===== config.mk =====
export PLATFORM = sky130hd
export DESIGN_NAME = lic_line_ctrl
export DESIGN_NICKNAME = d
export VERILOG_FILES = /design/src/common/lic_pkg.sv /design/src/design/lic_line_ctrl.sv
export SDC_FILE = /design/constraint.sdc
export NUM_CORES = 1
export LEC_CHECK = 0
export BUFFER_PORTS_ARGS = -buffer_cell sky130_fd_sc_hd__buf_2
export CAP_MARGIN = 20
export CORE_MARGIN = 1
export CORE_UTILIZATION = 48
export CTS_CLUSTER_SIZE = 12
export DETAILED_ROUTE_END_ITERATION = 7
export MAX_ROUTING_LAYER = met4
export PLACE_DENSITY = 0.85
export REMOVE_ABC_BUFFERS = 1
export SLEW_MARGIN = 20
export SYNTH_ARGS = -nofsm -noshare
export SYNTH_HDL_FRONTEND = slang
export SYNTH_SLANG_ARGS = --single-unit

===== constraint.sdc =====
create_clock -name clk -period 2 [get_ports clk]
set_input_delay 0.4 -clock clk [delete_from_list [all_inputs] [get_ports clk]]
set_output_delay 0.4 -clock clk [all_outputs]
set_load 0.03 [all_outputs]

===== src/common/lic_pkg.sv =====
/*
 * Shared constants and carrier types for the line interface control block.
 * Assumes a single 10 MHz clock domain and a synchronous active-high reset.
 */
package lic_pkg;

    // ************************************************************
    // Clocking
    // ************************************************************
    localparam int unsigned CLK_HZ           = 10000000;   // System clock rate
    localparam int unsigned SETTLE_SAMPLES   = 1548;       // Off-hook settle, sample periods
    localparam int unsigned GROUP_DLY_SAMP   = 12;         // Filter group delay within settle

    // ************************************************************
    // Register field defaults
    // ************************************************************
    localparam logic [7:0] PLL1_PREDIV_RST   = 8'h00;      // Divider defaults
    localparam logic [7:0] PLL1_MULT_RST     = 8'h00;
    localparam logic [3:0] PLL2_PREDIV_RST   = 4'h0;
    localparam logic [3:0] PLL2_MULT_RST     = 4'h0;
    localparam logic [7:0] POWER_CTRL_RST    = 8'h10;      // Link powered down, pump off
    localparam int unsigned PUMP_BIT         = 7;          // Charge pump enable position
    localparam int unsigned LINK_PD_BIT      = 4;          // Link power-down position
    localparam logic [7:0] POWER_UP_VALUE    = 8'h80;      // Documented power-up write
    localparam logic [1:0] LEVEL_ADJ_RST     = 2'h0;

    // ************************************************************
    // Termination encodings
    // ************************************************************
    typedef enum logic [1:0] {
        LIC_DCT_RSVD  = 2'b00,
        LIC_DCT_JAPAN = 2'b01,
        LIC_DCT_FCC   = 2'b10,
        LIC_DCT_TBR21 = 2'b11
    } lic_dct_e;

    localparam lic_dct_e DCT_RST             = LIC_DCT_FCC;
    localparam logic     AC_REAL_600         = 1'b0;       // ac select: real termination
    localparam logic     AC_COMPLEX          = 1'b1;       // ac select: complex network

    // ************************************************************
    // Carriers
    // ************************************************************
    typedef struct packed {
        logic       pump_on;        // Charge pump enabled
        logic       line_chip_on;   // Line-side chip powered
        logic       monitor_on;     // Call monitor analog output on
        logic       link_up;        // Barrier link allowed
    } lic_power_s;

    typedef struct packed {
        logic       offhook;        // Hookswitch closed, loop current drawn
        logic       data_valid;     // Line data presented on serial link
        lic_dct_e   dc_mode;        // Active dc termination
        logic       ac_complex;     // Active ac termination
        logic       ramp_slow;      // Slow on-hook ramp
    } lic_line_s;

endpackage


===== src/design/lic_line_ctrl.sv =====
/*
 * Control logic of a telephone-line access device: power-up, barrier link
 * gating, hook control with settling delay, and termination mode selection.
 * Assumes register writes arrive as per-register-group strobes with data from a
 * host port decoder, and a sample tick at the programmed sample rate.
 */
`timescale 1ns/1ps

// Operation
// - Reset release leaves all registers at default
// - Line-side chip stays powered down in reset
// - Writing 80 hex powers up pump and chip
// - Bit seven of register six enables pump
// - Barrier link disabled until power-down bit clears
// - Off-hook from low pin or register bit
// - Hook pin honoured only when enabled
// - Enabled pin low means off-hook, high on-hook
// - Line data appears 1548 samples after off-hook
// - Two-bit dc mode: Japan, FCC default, TBR21
// - Ac select: real 600 ohm or complex
module lic_line_ctrl
    import lic_pkg::*;
(
    input  wire logic        clk,
    input  wire logic        reset,
    input  wire logic        wr_pll,               // Divider registers write strobe
    input  wire logic [7:0]  pll1_prediv_in,
    input  wire logic [7:0]  pll1_multiplier_in,
    input  wire logic [3:0]  pll2_prediv_in,
    input  wire logic [3:0]  pll2_multiplier_in,
    input  wire logic        wr_power,             // Register 6 write strobe
    input  wire logic [7:0]  power_ctrl_in,
    input  wire logic        wr_hook,              // Register 5 write strobe
    input  wire logic        hook_request_bit_in,
    input  wire logic        hook_pin_enable_in,
    input  wire logic        wr_line,              // Register 16/18 write strobe
    input  wire logic [1:0]  dc_termination_mode_in,
    input  wire logic        ac_impedance_select_in,
    input  wire logic        onhook_ramp_slow_in,
    input  wire logic [1:0]  line_level_adjust_in,
    input  wire logic        hook_request_pin,     // Active-low off-hook pin
    input  wire logic        sample_tick,          // One pulse per sample period
    output logic [7:0]       pll1_prediv,
    output logic [7:0]       pll1_multiplier,
    output logic [3:0]       pll2_prediv,
    output logic [3:0]       pll2_multiplier,
    output logic             link_power_down,
    output logic             charge_pump_en,
    output logic             line_chip_power,
    output logic             call_monitor_analog_out,
    output logic             offhook,
    output logic             line_data_valid,
    output logic [1:0]       dc_termination_mode,
    output logic             ac_impedance_select,
    output logic             onhook_ramp_slow,
    output logic [1:0]       line_level_adjust
);

    // ************************************************************
    // State
    // ************************************************************
    typedef enum {LIC_ONHOOK, LIC_SETTLE, LIC_ACTIVE} lic_hook_e;

    lic_hook_e   hook_r;                   // Hook sequencing state
    lic_hook_e   hook_nxt;
    logic [10:0] settle_cnt_r;             // Sample periods since off-hook
    logic [10:0] settle_cnt_nxt;
    logic [7:0]  power_r;                  // Register 6 image
    logic        hook_bit_r;               // Register hook request bit
    logic        pin_en_r;                 // Hook pin enable bit
    lic_power_s  pwr_w;                    // Decoded power controls
    lic_line_s   line_w;                   // Decoded line controls
    logic        offhook_req_w;            // Effective off-hook request

    localparam logic [10:0] SETTLE_LAST = 11'(SETTLE_SAMPLES - 1);

    // ************************************************************
    // Decode
    // ************************************************************
    // Pump follows bit 7; chip and monitor follow the power-up bit too
    assign pwr_w.pump_on      = power_r[PUMP_BIT];
    assign pwr_w.line_chip_on = power_r[PUMP_BIT];
    assign pwr_w.monitor_on   = power_r[PUMP_BIT];
    assign pwr_w.link_up      = ~power_r[LINK_PD_BIT];

    // Pin term gated by enable, inverted, ORed with the bit
    assign offhook_req_w = hook_bit_r | (pin_en_r & ~hook_request_pin);

    // Line data only with link up and settle complete
    assign line_w.offhook    = (hook_r != LIC_ONHOOK);
    assign line_w.data_valid = (hook_r == LIC_ACTIVE) & pwr_w.link_up;

    // Termination fields mirrored into the line carrier
    assign line_w.dc_mode    = lic_dct_e'(dc_termination_mode);
    assign line_w.ac_complex = ac_impedance_select;
    assign line_w.ramp_slow  = onhook_ramp_slow;

    // Hook sequencer next state
    always_comb begin
        hook_nxt       = hook_r;
        settle_cnt_nxt = settle_cnt_r;
        case (hook_r)
            LIC_ONHOOK: begin
                settle_cnt_nxt = '0;
                if (offhook_req_w && pwr_w.line_chip_on) begin
                    hook_nxt = LIC_SETTLE;
                end
            end
            LIC_SETTLE: begin
                if (!offhook_req_w) begin
                    hook_nxt = LIC_ONHOOK;
                end else if (sample_tick) begin
                    if (settle_cnt_r == SETTLE_LAST) begin
                        hook_nxt = LIC_ACTIVE;
                    end else begin
                        settle_cnt_nxt = settle_cnt_r + 11'h001;
                    end
                end
            end
            LIC_ACTIVE: begin
                if (!offhook_req_w || !pwr_w.line_chip_on) begin
                    hook_nxt = LIC_ONHOOK;
                end
            end
            default: begin
                hook_nxt = LIC_ONHOOK;
            end
        endcase
        if (!pwr_w.line_chip_on) begin
            hook_nxt = LIC_ONHOOK;
        end
    end

    // ************************************************************
    // Registers
    // ************************************************************
    // Control registers with defaults on reset
    always_ff @(posedge clk) begin
        if (reset) begin
            pll1_prediv         <= PLL1_PREDIV_RST;
            pll1_multiplier     <= PLL1_MULT_RST;
            pll2_prediv         <= PLL2_PREDIV_RST;
            pll2_multiplier     <= PLL2_MULT_RST;
            power_r             <= POWER_CTRL_RST;
            hook_bit_r          <= 1'b0;
            pin_en_r            <= 1'b0;
            dc_termination_mode <= DCT_RST;
            ac_impedance_select <= AC_REAL_600;
            onhook_ramp_slow    <= 1'b0;
            line_level_adjust   <= LEVEL_ADJ_RST;
        end else begin
            if (wr_pll) begin
                pll1_prediv     <= pll1_prediv_in;
                pll1_multiplier <= pll1_multiplier_in;
                pll2_prediv     <= pll2_prediv_in;
                pll2_multiplier <= pll2_multiplier_in;
            end
            if (wr_power) begin
                power_r <= power_ctrl_in;
            end
            if (wr_hook) begin
                hook_bit_r <= hook_request_bit_in;
                pin_en_r   <= hook_pin_enable_in;
            end
            if (wr_line) begin
                dc_termination_mode <= dc_termination_mode_in;
                ac_impedance_select <= ac_impedance_select_in;
                onhook_ramp_slow    <= onhook_ramp_slow_in;
                line_level_adjust   <= line_level_adjust_in;
            end
        end
    end

    // Sequencer and registered outputs
    always_ff @(posedge clk) begin
        if (reset) begin
            hook_r                  <= LIC_ONHOOK;
            settle_cnt_r            <= '0;
            link_power_down         <= 1'b1;
            charge_pump_en          <= 1'b0;
            line_chip_power         <= 1'b0;
            call_monitor_analog_out <= 1'b0;
            offhook                 <= 1'b0;
            line_data_valid         <= 1'b0;
        end else begin
            hook_r                  <= hook_nxt;
            settle_cnt_r            <= settle_cnt_nxt;
            link_power_down         <= ~pwr_w.link_up;
            charge_pump_en          <= pwr_w.pump_on;
            line_chip_power         <= pwr_w.line_chip_on;
            call_monitor_analog_out <= pwr_w.monitor_on;
            offhook                 <= line_w.offhook;
            line_data_valid         <= line_w.data_valid;
        end
    end

    // ************************************************************
    // Checks
    // ************************************************************
    chk_reset_chip_off: assert property (@(posedge clk)
        reset |=> !line_chip_power && !offhook && link_power_down)
        else $error("line chip not off after reset");

    chk_pump_follows_bit: assert property (@(posedge clk) disable iff (reset)
        power_r[PUMP_BIT] |=> charge_pump_en)
        else $error("charge pump not enabled");

    chk_link_gates_data: assert property (@(posedge clk) disable iff (reset)
        link_power_down |-> !line_data_valid)
        else $error("data valid with link down");

    chk_pin_offhook: assert property (@(posedge clk) disable iff (reset)
        (pin_en_r && !hook_request_pin && line_chip_power && hook_r == LIC_ONHOOK
         && power_r[PUMP_BIT]) ##1 pwr_w.line_chip_on |=> offhook)
        else $error("pin off-hook not honoured");

    chk_pin_disabled: assert property (@(posedge clk) disable iff (reset)
        (!pin_en_r && !hook_bit_r && hook_r == LIC_ONHOOK) |=> hook_r == LIC_ONHOOK)
        else $error("disabled pin caused off-hook");

    chk_settle_early: assert property (@(posedge clk) disable iff (reset)
        (hook_r == LIC_SETTLE && settle_cnt_r < SETTLE_LAST) |=> hook_r != LIC_ACTIVE)
        else $error("settle ended early");

    chk_settle_done: assert property (@(posedge clk) disable iff (reset)
        (hook_r == LIC_SETTLE && settle_cnt_r == SETTLE_LAST && sample_tick
         && offhook_req_w && pwr_w.line_chip_on) |=> hook_r == LIC_ACTIVE)
        else $error("settle did not complete");

    chk_dct_default: assert property (@(posedge clk)
        reset |=> dc_termination_mode == LIC_DCT_FCC && ac_impedance_select == AC_REAL_600)
        else $error("termination default wrong");

    chk_bit_offhook: assert property (@(posedge clk) disable iff (reset)
        $rose(hook_r == LIC_SETTLE) |-> $past(offhook_req_w))
        else $error("off-hook without request");

endmodule


==> results of run 1 <==
worst paths after layout:
path | start | to | cells after the start | slack (ps)
min reg2reg | power_r[4] | link_power_down | 1 | 460
min | power_ctrl_in[4] | power_r[4] | 2 | 300
max | settle_cnt_r[9] | settle_cnt_r[5] | 4 | 150
max reg2reg | settle_cnt_r[9] | settle_cnt_r[5] | 4 | 150
flip-flops by register name, summed over array words and instances (netlist names):
name                     count
power_r                      2
pin_en_r                     1
settle_cnt_r                11
hook_r                       2
pll1_multiplier              8
call_monitor_analog_out      1
pll2_prediv                  4
line_level_adjust            2
pll2_multiplier              4
offhook                      1
hook_bit_r                   1
link_power_down              1
pll1_prediv                  8
line_data_valid              1
ac_impedance_select          1
dc_termination_mode          2
onhook_ramp_slow             1
power groups by stage:
stage | logic [mW] | registers [mW] | clock network (mW)
3_3_place_gp | 0.264 | 1.10 | 0
5_1_grt | 0.287 | 1.08 | 0.673
4_1_cts | 0.269 | 1.08 | 0.620
6_report | 0.266 | 1.08 | 0.602
3_5_place_dp | 0.269 | 1.10 | 0
2_1_floorplan | 0.0679 | 1.18 | 0
synth_stat cells (2+ instances only):
| cell type | number |
|---|---|
| sky130_fd_sc_hd__dfxtp_1 | 51 |
| sky130_fd_sc_hd__mux2i_1 | 39 |
| sky130_fd_sc_hd__nor2_1 | 34 |
| sky130_fd_sc_hd__nand2_1 | 13 |
| sky130_fd_sc_hd__nand2b_1 | 10 |
| sky130_fd_sc_hd__clkbuf_1 | 8 |
| sky130_fd_sc_hd__nor2b_1 | 6 |
| sky130_fd_sc_hd__a211oi_1 | 4 |
| sky130_fd_sc_hd__buf_4 | 4 |
| sky130_fd_sc_hd__nand3_1 | 4 |
| sky130_fd_sc_hd__o21ai_0 | 4 |
| sky130_fd_sc_hd__or2_2 | 3 |
| sky130_fd_sc_hd__a2111oi_0 | 2 |
| sky130_fd_sc_hd__a2111oi_1 | 2 |
| sky130_fd_sc_hd__a211o_1 | 2 |
| sky130_fd_sc_hd__buf_2 | 2 |
| sky130_fd_sc_hd__nand4_1 | 2 |
| sky130_fd_sc_hd__or4_1 | 2 |
critical path: stages, from the launching register on:
cell and delay, ps:
sky130_fd_sc_hd__dfxtp_1 370, sky130_fd_sc_hd__or4bb_1 590, sky130_fd_sc_hd__nor4b_4 440, sky130_fd_sc_hd__a2111oi_0 170, sky130_fd_sc_hd__mux2i_1 150
cell families after synthesis:
group,after synthesis,synth area share
and+or+nand+nor,82,0.208
DFF,51,0.488
muxes,39,0.187
AOI/OAI and AO/OA,20,0.0742
buffers and inverters,16,0.0371
adders and majority gates,1,0.00598
metal layers:
layer,up-vias,share of wire
li1,881,-
met1,766,0.44
met2,73,0.46
met3,6,0.084
met4,0,0.016
met5,-,0
final cells by class:
| cell class | count | area (µm²) | area share |
|---|---|---|---|
| Clock inverter | 1 | 8.76 | 0.00332 |
| Inverter | 1 | 3.75 | 0.00142 |
| Timing Repair Buffer | 85 | 458 | 0.174 |
| Clock buffer | 7 | 86.3 | 0.0328 |
| Sequential cell | 51 | 1020 | 0.387 |
| Tap cell | 50 | 62.6 | 0.0237 |
| Multi-Input combinational cell | 142 | 995 | 0.377 |
==> reports/qor.yml, run 1 <==
result_of_the_run: "completed"
most_used_routing_layer_in_global_routing: "met2"
h-tree-depth: 2
drive_above_1_share: 0.345
timing.hold.ws_ps: 296
root_buf_cell: "sky130_fd_sc_hd__clkbuf_8"
numPortBuffers: 77
timing_worst_setup_path_type: "reg2reg"
final_common_cell: "sky130_fd_sc_hd__buf_2"
initial_core_util: 0.512
hpwl_mm: 2.96
max-slew-margin-rel: 0.547
power.switching_mw: 0.498
largest_vdd_supply_drop_uv: 388
overall_fraction_of_global_route_tracks_in_use: 0.186
nFillCells: 327
preCtsSetupSlack_ps: 161
timing.hold.worst.class: "in2reg"
fin_total_pwr_mw: 1.95
dpl-instance-area_um2: 2540
finish.utilization: 0.645
post_cts_resized: 0
total_die_area_um2: 4620
final.setup.tns_ps: 0
post-synth-top-area-cell: "sky130_fd_sc_hd__dfxtp_1"
cp.arrival_ps: 2010
crit_fanout: 8
globalRoute.totalOverflow: 0
cts_inserted_buffers: 5
synth_seq_area_share: 0.488
cts_tree: "done"
avgRoutedWirePerCell_um: 12.0
first_pass_iters: 4
powerDensity_nw_per_um2: 738
layout_setup_ws_ps: 153
met2_usage: 0.319
synth_top_area_share: 0.488
critPathLaunchType: "register"
clockPowerShare: 0.309
grt_pass1_wl_mm: 6.22
cts_sinks: 51
period_share: 0.923
rsz0062_at_grt: "no"
setup_viol: 0
ys_dominant_reg_cell: "sky130_fd_sc_hd__dfxtp_1"
timing.max_cap.violations: 0
ys_ff_latch: 51
cts.reportedPaths.clkPinSlew_ps: 90
synth-warning-count: 0
timing_max_transition_violations_final: 0
synth_edf_count: 0
first_global_vias: 1440
postSynth.asyncResetShare: 0
shortest_period_the_worst_path_allows_ps: 1850
fp.dieW_um: 68
ctsHoldBuffers: 0
worst_slew_pin_slew_ps: 679
io_pins: 84
timing.critical_path.required_ps: 2170
power_frac_seq: 0.554
wl_mm: 4.04
avgSynthCellArea_um2: 10.0
p_int_mw: 1.45
die_height_um: 68
route.detailed.drc: 0
timing_hold_violations_final: 0
number_of_instances_in_the_synthesized_netlist: 209
vias_per_cell: 5.12
layout.cell_area.non_filler_um2: 2640
antenna_found_initial: 0
power.combinational.fraction: 0.137
netlist_area_um2: 2090
grt_util_met3: 0.0500
maxClockFrequency_mhz: 541
ant_nets: 0
post-place-cells: 329
dr_total_vias: 1726
mostFrequentLayoutCells: "sky130_fd_sc_hd__buf_2, sky130_fd_sc_hd__dfxtp_1, sky130_fd_sc_hd__mux2i_1"
end_kind: "register"
number_of_buffers_inserted_by_post_cts_setup_repair: 0
fraction_of_power_spent_switching_nets: 0.256
cellLeakagePower_nw: 1.21
synth_area_leaders: "sky130_fd_sc_hd__dfxtp_1, sky130_fd_sc_hd__mux2i_1, sky130_fd_sc_hd__nor2_1"
pin_count_of_the_biggest_net_entering_global_routing: 25
antennaDiodeCount: 0
post_synth_cell_types: 35
std_cell_rows: 23
dr.first_iter.drc_count: 62
clk_latency_ps: 300
grt.met1_usage: 0.205
core_area_um2: 4090
gp_congestion: 0.886
finish.cell_count_without_fillers: 337
syn_to_final_growth_pct: 26.0
ctsLongestPathBuffers: 2
num-nets-final: 335
finalClockSkew_ps: 3.96
(Power assumes the default switching activity.)
==> run 2: changes to the inputs <==
- CORE_UTILIZATION: 48 -> 51
- PLACE_DENSITY: 0.85 -> 0.9
- clock period: 2 -> 2.35 ns (I/O delays scaled with it)
==> reports/qor.yml, run 2 (synthesized netlist as in run 1, its figures left out) <==
cts.reportedPaths.clkPinSlew_ps: 80  # about the same
mostFrequentLayoutCells: "sky130_fd_sc_hd__buf_2, sky130_fd_sc_hd__dfxtp_1, sky130_fd_sc_hd__mux2i_1"
numPortBuffers: 77  # unchanged
first_global_vias: 1634  # +13%
dr_total_vias: 1748  # +1.3%
timing_max_transition_violations_final: 0  # unchanged
rsz0062_at_grt: "no"
route.detailed.drc: 0  # unchanged
timing.critical_path.required_ps: 2580  # +410 ps
final_common_cell: "sky130_fd_sc_hd__buf_2"
finish.cell_count_without_fillers: 328  # -2.7%
first_pass_iters: 4  # unchanged
period_share: 0.837  # -0.0863
timing.max_cap.violations: 0  # unchanged
cts_inserted_buffers: 5  # unchanged
finish.utilization: 0.679  # +0.0344
antenna_found_initial: 0  # unchanged
pin_count_of_the_biggest_net_entering_global_routing: 33  # +32%
critPathLaunchType: "register"
number_of_buffers_inserted_by_post_cts_setup_repair: 0  # unchanged
total_die_area_um2: 4360  # -5.7%
largest_vdd_supply_drop_uv: 408  # +5.3%
max-slew-margin-rel: 0.288  # -0.260
hold_depth: 2  # unchanged
antennaDiodeCount: 0  # unchanged
flip_flop_count_of_the_largest_register_after_layout: 11  # unchanged
core_area_um2: 3800  # -7.0%
overall_fraction_of_global_route_tracks_in_use: 0.209  # +0.0229
end_kind: "register"
ctsLongestPathBuffers: 2  # unchanged
timing.hold.worst.class: "in2reg"
setup_viol: 0  # unchanged
worst_slew_pin_slew_ps: 1070  # +388 ps
syn_to_final_growth_pct: 23.4
post_cts_resized: 0  # unchanged
gp_congestion: 0.806  # -9.0%
timing_hold_violations_final: 0  # unchanged
dr.first_iter.drc_count: 86  # +39%
powerDensity_nw_per_um2: 662  # -10%
initial_core_util: 0.550  # +0.0388
drive_above_1_share: 0.325  # -0.0199
timing_worst_setup_path_type: "reg2reg"
cp.arrival_ps: 2200  # +190 ps
wl_mm: 4.28  # +6.1%
cts_sinks: 51  # unchanged
root_buf_cell: "sky130_fd_sc_hd__clkbuf_8"
leading_registers_by_flop_count: "settle_cnt_r (11), pll1_multiplier (8), pll1_prediv (8)"
maxClockFrequency_mhz: 508  # -6.1%
clk_latency_ps: 290  # about the same
finalClockSkew_ps: 5.19  # +1.23 ps
grt_pass1_wl_mm: 6.84  # +9.9%
avgRoutedWirePerCell_um: 13.1  # +9.0%
final.setup.tns_ps: 0  # unchanged
die_height_um: 66.0  # -2.9%
reg2reg_depth: 3  # -1
fp.dieW_um: 66.0  # -2.9%
post-place-cells: 321  # -2.4%
hpwl_mm: 3.23  # +9.3%
std_cell_rows: 22  # -4.3%
cellLeakagePower_nw: 1.17  # -2.9%
num-nets-final: 329  # -1.8%
globalRoute.totalOverflow: 0  # unchanged
ant_nets: 0  # unchanged
result_of_the_run: "completed"
h-tree-depth: 2  # unchanged
largest_register: "settle_cnt_r"
shortest_period_the_worst_path_allows_ps: 1970  # +120 ps
vias_per_cell: 5.33  # +4.1%
ctsHoldBuffers: 0  # unchanged
cts_tree: "done"
io_pins: 84  # unchanged
crit_fanout: 17  # +9
run 2: where the power goes:
group / internal, mW / leakage (nW) / total [mW] / switching (mW)
Combinational: 0.0866 / 0.703 / 0.225 / 0.138
Sequential: 0.900 / 0.418 / 0.917 / 0.0168
Clock: 0.312 / 0.0513 / 0.565 / 0.253
run 2: layout make-up:
type                    count  area [µm²]
flip-flops and latches     51        1020
clock buffers               6        72.6
fillers                   291        1220
inverters                   1        3.75
well taps                  48        60.1
clock inverters             1        30.0
multi-input cells         142         992
repair buffers             79         400
run 2: metal layers:
layer  vias to the layer above  share of wire  track usage
met4                         0          0.023        0.117
li1                        871              -            -
met1                       796           0.42        0.219
met2                        71           0.48        0.365
met3                        10          0.068       0.0414
met5                         -              0            -
run 2: per-stage QoR:
stage	worst slack, ps	hold slack [ps]	power [mW]	cell area (µm²)
after floorplan	563	422	1.06	2020
after global placement	503	434	1.15	2480
after detailed placement	426	438	1.16	2480
after CTS	405	388	1.72	2580
after global routing	256	385	1.78	2580
final	383	389	1.71	2580
run 2: worst paths after layout:
kind / startpoint / end / slack (ps)
setup / recovery: hook_r[1] / settle_cnt_r[2] / 380
hold / removal: power_ctrl_in[4] / power_r[4] / 390
setup reg to reg: hook_r[1] / settle_cnt_r[2] / 380
hold reg to reg: power_r[4] / link_power_down / 460
run 2: worst max-delay path, cell delays in order, from the launching register on:
cell                      delay (ps)
sky130_fd_sc_hd__dfxtp_1         430
sky130_fd_sc_hd__or2_2           270
sky130_fd_sc_hd__nor2b_1         870
sky130_fd_sc_hd__o221a_1         330
